### config.mk
export PLATFORM = sky130hd
export DESIGN_NAME = urc_ranging_ctrl
export DESIGN_NICKNAME = d
export VERILOG_FILES = /design/src/rtl/urc_pkg.sv /design/src/rtl/urc_burst_osc.sv /design/src/rtl/urc_ranging_ctrl.sv
export VERILOG_INCLUDE_DIRS = /design/src /design/src/rtl
export SDC_FILE = /design/constraint.sdc
export NUM_CORES = 1
export LEC_CHECK = 0
export ABC_AREA = 1
export BUFFER_PORTS_ARGS = -buffer_cell sky130_fd_sc_hd__buf_4
export CAP_MARGIN = 30
export CORE_ASPECT_RATIO = 0.5
export CORE_MARGIN = 3
export CORE_UTILIZATION = 60
export CTS_CLUSTER_SIZE = 16
export DETAILED_ROUTE_END_ITERATION = 16
export PLACE_DENSITY = 0.78
export SKIP_LAST_GASP = 1
export SLEW_MARGIN = 40
export SYNTH_ARGS = -nofsm -noshare
export SYNTH_HDL_FRONTEND = slang
export SYNTH_SLANG_ARGS = --single-unit
### constraint.sdc
create_clock -name clk_sys -period 1.8 [get_ports clk_sys]
set_input_delay 0.45 -clock clk_sys [delete_from_list [all_inputs] [get_ports clk_sys]]
set_output_delay 0.45 -clock clk_sys [all_outputs]
set_load 0.005 [all_outputs]
### src/rtl/urc_defines.svh
// timing and count constants for the ultrasonic ranging control block
`ifndef URC_DEFINES_SVH
`define URC_DEFINES_SVH

// system clock rate
`define URC_CLK_HZ          25000000
// internal oscillator and transmit frequency, in hertz
`define URC_OSC_HZ          49400
// system clock cycles in one oscillator period (rounded down)
`define URC_OSC_DIV_CYC     (`URC_CLK_HZ / `URC_OSC_HZ)
// system clock cycles in the high half of one oscillator period
`define URC_OSC_HALF_CYC    (`URC_OSC_DIV_CYC / 2)

// transmit burst length in oscillator periods
`define URC_BURST_PULSES    16

// internal blanking interval in microseconds
`define URC_BLANK_US        2380
// blanking interval in oscillator periods, rounded up as a least time
`define URC_BLANK_OSC_CYC   ((`URC_BLANK_US * `URC_OSC_HZ + 999999) / 1000000)

// counter widths
`define URC_PHASE_W         9
`define URC_PULSE_W         5
`define URC_BLANK_W         8

`endif

### src/rtl/urc_pkg.sv
// types shared by the ultrasonic ranging control block
package urc_pkg;

  // cycle sequencer states, one-hot
  typedef enum logic [2:0] {
    ST_IDLE = 3'b001,
    ST_TX   = 3'b010,
    ST_RX   = 3'b100
  } urc_state_e;

endpackage : urc_pkg

### src/rtl/urc_burst_osc.sv
// gated internal oscillator: runs only while enabled, gives a level and a period-end tick
`timescale 1ns/1ps
`include "urc_defines.svh"

module urc_burst_osc
  import urc_pkg::*;
(
  input  wire logic clk_sys,
  input  wire logic nrst,
  input  wire logic oscEnable,
  output logic      oscLevel,
  output logic      oscTick
);

  localparam logic [`URC_PHASE_W-1:0] PHASE_LAST = `URC_PHASE_W'(`URC_OSC_DIV_CYC - 1);
  localparam logic [`URC_PHASE_W-1:0] PHASE_HALF = `URC_PHASE_W'(`URC_OSC_HALF_CYC);

  logic                    running_q;
  logic [`URC_PHASE_W-1:0] phase_q;

  // stopping clears the phase so every start begins on a fresh high half
  always_ff @(posedge clk_sys or negedge nrst) begin
    if (!nrst) begin
      running_q <= 1'b0;
    end else begin
      running_q <= oscEnable;
    end
  end

  always_ff @(posedge clk_sys or negedge nrst) begin
    if (!nrst) begin
      phase_q <= '0;
    end else if (!oscEnable) begin
      phase_q <= '0;
    end else if (running_q) begin
      if (phase_q == PHASE_LAST) begin
        phase_q <= '0;
      end else begin
        phase_q <= phase_q + `URC_PHASE_W'(1);
      end
    end
  end

  assign oscLevel = running_q && (phase_q < PHASE_HALF);
  assign oscTick  = running_q && (phase_q == PHASE_LAST);

endmodule // urc_burst_osc

### src/rtl/urc_ranging_ctrl.sv
// cycle sequencer of the ultrasonic ranging control block: burst, blanking, echo flag
//
// Summary of operation
// - a trigger rise starts a burst of sixteen transducer pulses at 49.4 kHz.
// - after the sixteenth pulse the sequencer leaves transmit and waits for an echo in receive.
// - the internal oscillator runs only while the trigger is high and is shown on its output pin.
// - all transmit and receive intervals, blanking included, count from the trigger rise.
// - the receive input is ignored for 2.38 ms after the trigger rise so ringing is not an echo.
// - a high blanking override ends blanking at once and echoes are accepted from then on while in receive.
// - the first accepted echo raises the detected flag and holds it until a re-arm pulse or a trigger fall clears it.
`timescale 1ns/1ps
`include "urc_defines.svh"

module urc_ranging_ctrl
  import urc_pkg::*;
(
  input  wire logic clk_sys,
  input  wire logic nrst,
  input  wire logic cycleTrigger,
  input  wire logic receiveInput,
  input  wire logic blanking_override,
  input  wire logic echo_rearm,
  output logic      transducer_drive,
  output logic      burst_clock_out,
  output logic      echoDetected
);

  localparam logic [`URC_PULSE_W-1:0] PULSE_LAST = `URC_PULSE_W'(`URC_BURST_PULSES - 1);
  localparam logic [`URC_BLANK_W-1:0] BLANK_LAST = `URC_BLANK_W'(`URC_BLANK_OSC_CYC - 1);

  urc_state_e              state_q;
  urc_state_e              state_d;
  logic                    trigPrev_q;
  logic                    trigRise;
  logic                    oscLevel;
  logic                    oscTick;
  logic [`URC_PULSE_W-1:0] pulseCnt_q;
  logic [`URC_BLANK_W-1:0] blankCnt_q;
  logic                    blankDone_q;
  logic                    blankOpen;
  logic                    echoAccept;
  logic                    transducerDrive_q;
  logic                    burstClock_q;
  logic                    echoDetected_q;

  // the oscillator is gated straight from the trigger level
  urc_burst_osc u_osc (
    .clk_sys   (clk_sys),
    .nrst      (nrst),
    .oscEnable (cycleTrigger),
    .oscLevel  (oscLevel),
    .oscTick   (oscTick)
  );

  always_ff @(posedge clk_sys or negedge nrst) begin
    if (!nrst) begin
      trigPrev_q <= 1'b0;
    end else begin
      trigPrev_q <= cycleTrigger;
    end
  end

  assign trigRise = cycleTrigger && !trigPrev_q;

  // sequencer
  always_comb begin
    state_d = state_q;
    unique case (state_q)
      ST_IDLE: begin
        if (trigRise) begin
          state_d = ST_TX;
        end
      end
      ST_TX: begin
        if (oscTick && (pulseCnt_q == PULSE_LAST)) begin
          state_d = ST_RX;
        end
      end
      ST_RX: begin
        state_d = ST_RX;
      end
    endcase
    if (!cycleTrigger) begin
      state_d = ST_IDLE;
    end
  end

  always_ff @(posedge clk_sys or negedge nrst) begin
    if (!nrst) begin
      state_q <= ST_IDLE;
    end else begin
      state_q <= state_d;
    end
  end

  // burst pulses are whole oscillator periods
  always_ff @(posedge clk_sys or negedge nrst) begin
    if (!nrst) begin
      pulseCnt_q <= '0;
    end else if (trigRise) begin
      pulseCnt_q <= '0;
    end else if ((state_q == ST_TX) && oscTick) begin
      pulseCnt_q <= pulseCnt_q + `URC_PULSE_W'(1);
    end
  end

  // blanking runs from the trigger rise, overlapping the burst
  always_ff @(posedge clk_sys or negedge nrst) begin
    if (!nrst) begin
      blankCnt_q <= '0;
    end else if (trigRise) begin
      blankCnt_q <= '0;
    end else if (cycleTrigger && oscTick && !blankDone_q) begin
      blankCnt_q <= blankCnt_q + `URC_BLANK_W'(1);
    end
  end

  always_ff @(posedge clk_sys or negedge nrst) begin
    if (!nrst) begin
      blankDone_q <= 1'b0;
    end else if (trigRise || !cycleTrigger) begin
      blankDone_q <= 1'b0;
    end else if (blanking_override) begin
      blankDone_q <= 1'b1;
    end else if (oscTick && (blankCnt_q == BLANK_LAST)) begin
      blankDone_q <= 1'b1;
    end
  end

  // override acts combinationally so it opens the receive path in the same cycle
  assign blankOpen  = blankDone_q || blanking_override;
  assign echoAccept = (state_q == ST_RX) && blankOpen && receiveInput;

  // re-arm takes priority over an accepted echo in the flag register, so it beats a coincident echo
  always_ff @(posedge clk_sys or negedge nrst) begin
    if (!nrst) begin
      echoDetected_q <= 1'b0;
    end else if (!cycleTrigger) begin
      echoDetected_q <= 1'b0;
    end else if (echo_rearm) begin
      echoDetected_q <= 1'b0;
    end else if (echoAccept) begin
      echoDetected_q <= 1'b1;
    end
  end

  // outputs registered; one cycle behind the oscillator phase
  always_ff @(posedge clk_sys or negedge nrst) begin
    if (!nrst) begin
      transducerDrive_q <= 1'b0;
    end else begin
      transducerDrive_q <= (state_q == ST_TX) && oscLevel;
    end
  end

  always_ff @(posedge clk_sys or negedge nrst) begin
    if (!nrst) begin
      burstClock_q <= 1'b0;
    end else begin
      burstClock_q <= oscLevel;
    end
  end

  assign transducer_drive = transducerDrive_q;
  assign burst_clock_out  = burstClock_q;
  assign echoDetected     = echoDetected_q;

  chk_burst_start_drive: assert property (
    @(posedge clk_sys) disable iff (!nrst)
    (state_q == ST_IDLE) && trigRise ##1 cycleTrigger |=> transducerDrive_q)
    else $error("burst did not start after trigger rise");

  chk_burst_end_rx: assert property (
    @(posedge clk_sys) disable iff (!nrst)
    (state_q == ST_TX) && oscTick && (pulseCnt_q == PULSE_LAST) && cycleTrigger |=> (state_q == ST_RX))
    else $error("no move to receive after last pulse");

  chk_burst_pulse_count: assert property (
    @(posedge clk_sys) disable iff (!nrst)
    $rose(state_q == ST_RX) |-> (pulseCnt_q == `URC_PULSE_W'(`URC_BURST_PULSES)))
    else $error("burst length is not sixteen periods");

  chk_osc_gated_off: assert property (
    @(posedge clk_sys) disable iff (!nrst)
    !cycleTrigger ##1 !cycleTrigger |=> !burst_clock_out && !transducer_drive)
    else $error("oscillator output active with trigger low");

  chk_blank_ignores_rx: assert property (
    @(posedge clk_sys) disable iff (!nrst)
    !echoDetected_q && !blankDone_q && !blanking_override |=> !echoDetected_q)
    else $error("echo taken during blanking");

  chk_override_opens: assert property (
    @(posedge clk_sys) disable iff (!nrst)
    blanking_override && (state_q == ST_RX) && receiveInput && cycleTrigger && !echo_rearm |=> echoDetected_q)
    else $error("override did not open the receive path");

  chk_echo_held: assert property (
    @(posedge clk_sys) disable iff (!nrst)
    echoDetected_q && cycleTrigger && !echo_rearm |=> echoDetected_q)
    else $error("echo flag dropped without re-arm");

  chk_rearm_clears: assert property (
    @(posedge clk_sys) disable iff (!nrst)
    echo_rearm |=> !echoDetected_q)
    else $error("re-arm did not clear the echo flag");

  chk_abort_idle: assert property (
    @(posedge clk_sys) disable iff (!nrst)
    !cycleTrigger |=> (state_q == ST_IDLE) && !echoDetected_q)
    else $error("trigger fall did not abort the cycle");

  chk_blank_length: assert property (
    @(posedge clk_sys) disable iff (!nrst)
    $rose(blankDone_q) && !$past(blanking_override) |-> (blankCnt_q == `URC_BLANK_W'(`URC_BLANK_OSC_CYC)))
    else $error("blanking did not last its period count");

endmodule // urc_ranging_ctrl

# Word-level counts from Yosys, hierarchy flattened
# Cells that the tools add are included.
[word_totals] reg_bits=30 elab_cells=60
[op_classes] mux=17 addsub=3 eq_ne=10 magnitude_cmp=1 reduce_logical=20
[ops] op="$mux W9" n=3
[ops] op="$mux W8" n=2
[ops] op="$logic_and A1 B1 Y1" n=11
[ops] op="$mux W5" n=2
[ops] op="$add A9 B1 Y9 const B" n=1
[ops] op="$eq A9 B9 Y1 const B" n=1
[ops] op="$lt A9 B8 Y1 const B" n=1
[ops] op="$mux W3" n=3
[ops] op="$pmux W3 S3" n=1
[ops] op="$add A8 B1 Y8 const B" n=1
[ops] op="$eq A8 B7 Y1 const B" n=1
[ops] op="$mux W1" n=6
[ops] op="$ne A3 B3 Y1 const B" n=2
[ops] op="$add A5 B1 Y5 const B" n=1
[ops] op="$eq A5 B4 Y1 const B" n=1
[ops] op="$reduce_bool A2 Y1" n=2
[ops] op="$eq A3 B1 Y1 const B" n=1
[ops] op="$eq A3 B2 Y1 const B" n=1
[ops] op="$eq A3 B3 Y1 const B" n=1
[ops] op="$logic_not A1 Y1" n=3
[ops] op="$ne A3 B1 Y1 const B" n=1
[ops] op="$reduce_bool A3 Y1" n=1
[ops] op="$logic_or A1 B1 Y1" n=2
[ops] op="$ne A2 B1 Y1 const B" n=1
[ops] op="$reduce_and A2 Y1" n=1

# Logic depth before layout (Yosys ltp)
[depth] word_depth=6 depth_mapped=10 ltp_nobuf=10

# Modules after synthesis
# Synthesis repeated with hierarchy kept, for this count alone.
[unflattened] hier_cells=230 area_unflattened_um2=1730.4
[modules_own_cells] module="urc_ranging_ctrl" cells_each=139 instances=1 area_each_um2=1101.1 seq_area_each_um2=526.8
[modules_own_cells] module="urc_burst_osc" cells_each=91 instances=1 area_each_um2=629.4 seq_area_each_um2=250.2

# Worst setup path before layout
# No wires, ideal clock.
[synth_path] path_kind="flip-flop to flip-flop" start="reg u_osc.phase_q[1]" end="reg blankCnt_q[0]" stages_incl_launch_ff=10 path_buffers=0 synth_period_minus_slack_ns=1.338 arrival_time_ns=1.214 setup_ns=0.123 slack_ns=0.462 cell_sequence="dfrtp_1 inv_1 ha_1 nand2_1 nor2_2 nand2_4 inv_2 nand2_1 o21ai_0 a21oi_1"
[synth_between] elab_chain_len=5
[synth_lines] item="from (decl)" line_no="urc_burst_osc.sv:19" text="logic [`URC_PHASE_W-1:0] phase_q;"
[synth_lines] item="from (signal assigned)" line_no="urc_burst_osc.sv:39" text="phase_q <= phase_q + `URC_PHASE_W'(1);"
[synth_lines] item="$eq A9 B9 Y1" line_no="urc_burst_osc.sv:45" text="assign oscTick = running_q && (phase_q == PHASE_LAST);"
[synth_lines] item="$logic_and A1 B1 Y1" line_no="urc_burst_osc.sv:45"
[synth_lines] item="$logic_and A1 B1 Y1 (2 in a row)" line_no="urc_ranging_ctrl.sv:113" text="end else if (cycleTrigger && oscTick && !blankDone_q) begin"
[synth_lines] item="$reduce_bool A2 Y1 (no line)"
[synth_lines] item="to (signal assigned)" line_no="urc_ranging_ctrl.sv:114" text="blankCnt_q <= blankCnt_q + `URC_BLANK_W'(1);"
[synth_lines] item="to (decl)" line_no="urc_ranging_ctrl.sv:38" text="logic [`URC_BLANK_W-1:0] blankCnt_q;"
# Every way passes these cells.
# A chain may end at the register's enable or synchronous reset.

# Final worst setup path
[layout_path] start="reg u_osc.phase_q[1]" end="reg u_osc.phase_q[7]"
[layout_between] elab_chain_len=4 word_cells_on_any_way=5 classes_between="add/sub (1); eq/ne (1); mux (3)"
[layout_lines] item="$add A9 B1 Y9 / $eq A9 B9 Y1 (equally long branches)" line_no="urc_burst_osc.sv:39, urc_burst_osc.sv:36"
[layout_lines] item="$mux W9 (*)" line_no="urc_burst_osc.sv:36" text="if (phase_q == PHASE_LAST) begin"
[layout_lines] item="$mux W9 (*)" line_no="urc_burst_osc.sv:35" text="end else if (running_q) begin"
[layout_lines] item="$mux W9 (*)" line_no="urc_burst_osc.sv:33" text="end else if (!oscEnable) begin"
# Mark *: on every way between the ends. The rest lies on a longest branch, timed or not. The select of a mux whose other input is x is not followed.

==> results.yml <==
cells_and_area:
  diodes: 0
  area_growth_pct: 10.7
  filler_cell_count: 182
  finalCoreUtilization: 0.758
  final_common_cell: "nand2_1"
  most-common-layout-cells: "nand2_1, inv_1, dfrtp_1"
  final_area_sq_um: 1830
  layout-drive-gt1-share: 0.115
  design.final.nets: 237
timing:
  finalMaxSlewViolations: 0
  final_min_period_over_clock_period: 0.852
  measured_slew_at_the_worst_slew_check_pin_ns: 0.369
  min_period_ns: 1.53
  max_clock_freq_ghz: 0.652
  unrepaired_setup_endpoints_after_global_routing: "false"
  setup_violations: 0
  max-slew-margin-rel: 0.752
  hold_violations: 0
  clock-skew-final_ns: 0.00400
  fin_setup_tns_ns: 0
  timing.final.ws_setup_ns: 0.267
global_routing:
  first_global_vias: 1184
  wire_length_of_the_first_global_routing_pass_um: 5510
  gr-total-overflow: 0
  antenna_found_initial: 0
  grt_start_max_net_pins: 31
  grt_use_total: 0.213
critical_path:
  crit_path_end_kind: "register"
  timing.reg2reg.setup_slack_ns: 0.27
  worst_setup_path_start_kind: "register"
  r2r_end: "u_osc.phase_q[7]$_DFFE_PN0N_"
  crit_required_ns: 1.95
  timing.critical_path.fanout_max: 8
  cp.arrival_ns: 1.68
  regToRegStartpoint: "u_osc.phase_q[1]$_DFFE_PN0N_"
  worstSetupPathType: "reg2reg"
  worst_r2r_path_depth: 9
logic_synthesis:
  fraction_of_synthesized_cell_area_taken_by_the_top_area_cell_type: 0.438
  netlist_area_sq_um: 1660
  avgSynthCellArea_sq_um: 7.85
  net_count_after_synthesis: 223
  yosys_cell_types: 26
  synthesis.yosys.warnings: 0
  synth_area_leader_cell: "dfrtp_1"
  leading_post_synthesis_cells_by_cell_area: "dfrtp_1, nand2_1, inv_1, nand3_1, nor2_1"
  synthCells: 211
  yosys_register_bits: 30
  synth_sequential_area_ratio: 0.454
placement:
  buffer_ports.inserted: 8
  total_half_perimeter_wirelength_after_legalization_and_detailed_placement_um: 2420
  dp_worst_setup_slack_ns: 0.191
  finalWeightedCongestion: 0.820
  postPlaceCellArea_sq_um: 1750
detailed_routing:
  antenna_violating_nets_post_route: 0
  post_drt_wl_per_cell_um: 12.5
  drc_violation_total_after_the_first_tritonroute_iteration: 81
  drcViolationCount: 0
  routed_via_density: 5.26
  detail_route.first_pass.iterations: 4
  total_number_of_vias: 1374
  drt_wl_total_um: 3260
cts:
  postCtsSetupBuffers: 0
  worst_skew_pair.late_latency_ns: 0.27
  clkTransAtPathRegs_ns: 0.06
  clock_path_buffers: 2
  h-tree-depth: 2
  post_cts.resized_instances: 0
  cts_buffers: 5
  tritoncts: "built"
  clk_root_buffer_cell: "clkbuf_8"
  postCtsHoldBufs: 0
  cts.sink_count: 30
power:
  areal_power_density_over_the_cells_nw_per_um2: 709
  cell_internal_pwr_w: 0.000994
  clkPwrFrac: 0.389
  p_sw_frac: 0.234
  comb_power_share: 0.069
  pwr-share-seq: 0.542
  switching_power_w: 0.000304
  leakage_nw: 0.917
  irDropWorstVdd_uv: 492
floorplan:
  fp-row-count: 12
  num_io_pins: 9
  design.die.area_sq_um: 3460
  floorplan.initialDensity: 0.685
  die_w_um: 80.3
  core_region_area_sq_um: 2420
  die_height_um: 43.1
run:
  maxCapViolations: 0
worst_hold_path:
  worst_hold_path_type: "in2async"
run_status:
  status: "completed"
[final cells by class]
class,count,area [sq um],area share
inverters,37,140,0.0765
flip-flops and latches,30,752,0.411
clock buffers,8,80.1,0.0437
well taps,35,43.8,0.0239
repair buffers,9,67.6,0.0369
multi-input cells,142,748,0.408
[cells in the mapped netlist, drive strengths merged]
master	n
or2	1
nand2	47
o22ai	8
clkinv	1
o21ai	6
o31ai	1
buf	2
ha	6
o21a	1
dfrtp	29
nand3	20
nand4	8
dfstp	1
nor2	27
and2	1
nor3	2
nor4	2
xnor2	1
a21oi	6
inv	36
xor2	5
[critical path: stages, from the launching register on]
cell     delay, ns
dfrtp_1       0.40
inv_1         0.10
ha_1          0.18
nand2_1       0.07
nor2_2        0.15
nand2_4       0.08
nand2_1       0.23
a21oi_1       0.08
nand2_1       0.06
o21ai_0       0.06
[sequential cells by signal, summed over array words and instances, names as in the netlist]
| signal | cells |
|---|---|
| blankCnt_q | 8 |
| blankDone_q | 1 |
| burst_clock_out | 1 |
| echoDetected | 1 |
| pulseCnt_q | 5 |
| state_q | 3 |
| transducer_drive | 1 |
| u_osc.phase_q | 9 |
| u_osc.running_q | 1 |
[metrics by stage]
stage | hold WS, ns | total power, W | instances
6_report | 0.0992 | 0.00130 | 261
5_1_grt | 0.119 | 0.00136 | 261
4_1_cts | 0.105 | 0.00131 | 261
3_5_place_dp | 0.396 | 0.000805 | 253
3_3_place_gp | 0.398 | 0.000800 | 253
2_1_floorplan | 0.154 | 0.000761 | 211
[power by group through the flow]
stage,Clock (W),Combinational (W),Sequential (W)
floorplan,0,0.0000482,0.000713
global placement,0,0.0000858,0.000714
detailed placement,0,0.0000902,0.000715
CTS,0.000513,0.0000905,0.000703
global route,0.000556,0.000102,0.000706
finish,0.000505,0.0000895,0.000703
[worst max path at each step]
stage | startpoint | endpoint | slack (ns) | depth (start not counted)
global placement | cycleTrigger | blankCnt_q[0]$_DFFE_PN0P_ | 0.23 | 7
CTS | u_osc.phase_q[1]$_DFFE_PN0N_ | blankCnt_q[0]$_DFFE_PN0P_ | 0.25 | 9
floorplan | u_osc.phase_q[1]$_DFFE_PN0N_ | blankCnt_q[0]$_DFFE_PN0P_ | 0.46 | 9
global route | u_osc.phase_q[1]$_DFFE_PN0N_ | u_osc.phase_q[7]$_DFFE_PN0N_ | 0.12 | 9
detailed placement | cycleTrigger | blankCnt_q[0]$_DFFE_PN0P_ | 0.19 | 7
finish | u_osc.phase_q[1]$_DFFE_PN0N_ | u_osc.phase_q[7]$_DFFE_PN0N_ | 0.27 | 9
[per-layer routing]
layer,global-route usage,up-vias,part of all wire
met4,0.0337,0,0.0018
met2,0.314,34,0.45
met3,0.0678,2,0.060
met1,0.309,632,0.49
li1,-,706,-
met5,0,-,0
[kinds of logic after synthesis]
group                      after synthesis  share of synthesized area
and+or+nand+nor                        108                      0.299
adders and majority gates                6                     0.0454
xor gates and xnor gates                 6                     0.0317
buffers and inverters                   39                     0.0937
DFF                                     30                      0.454
AOI/OAI and AO/OA                       22                     0.0756
No activity file was read; power rests on OpenSTA's default activity.
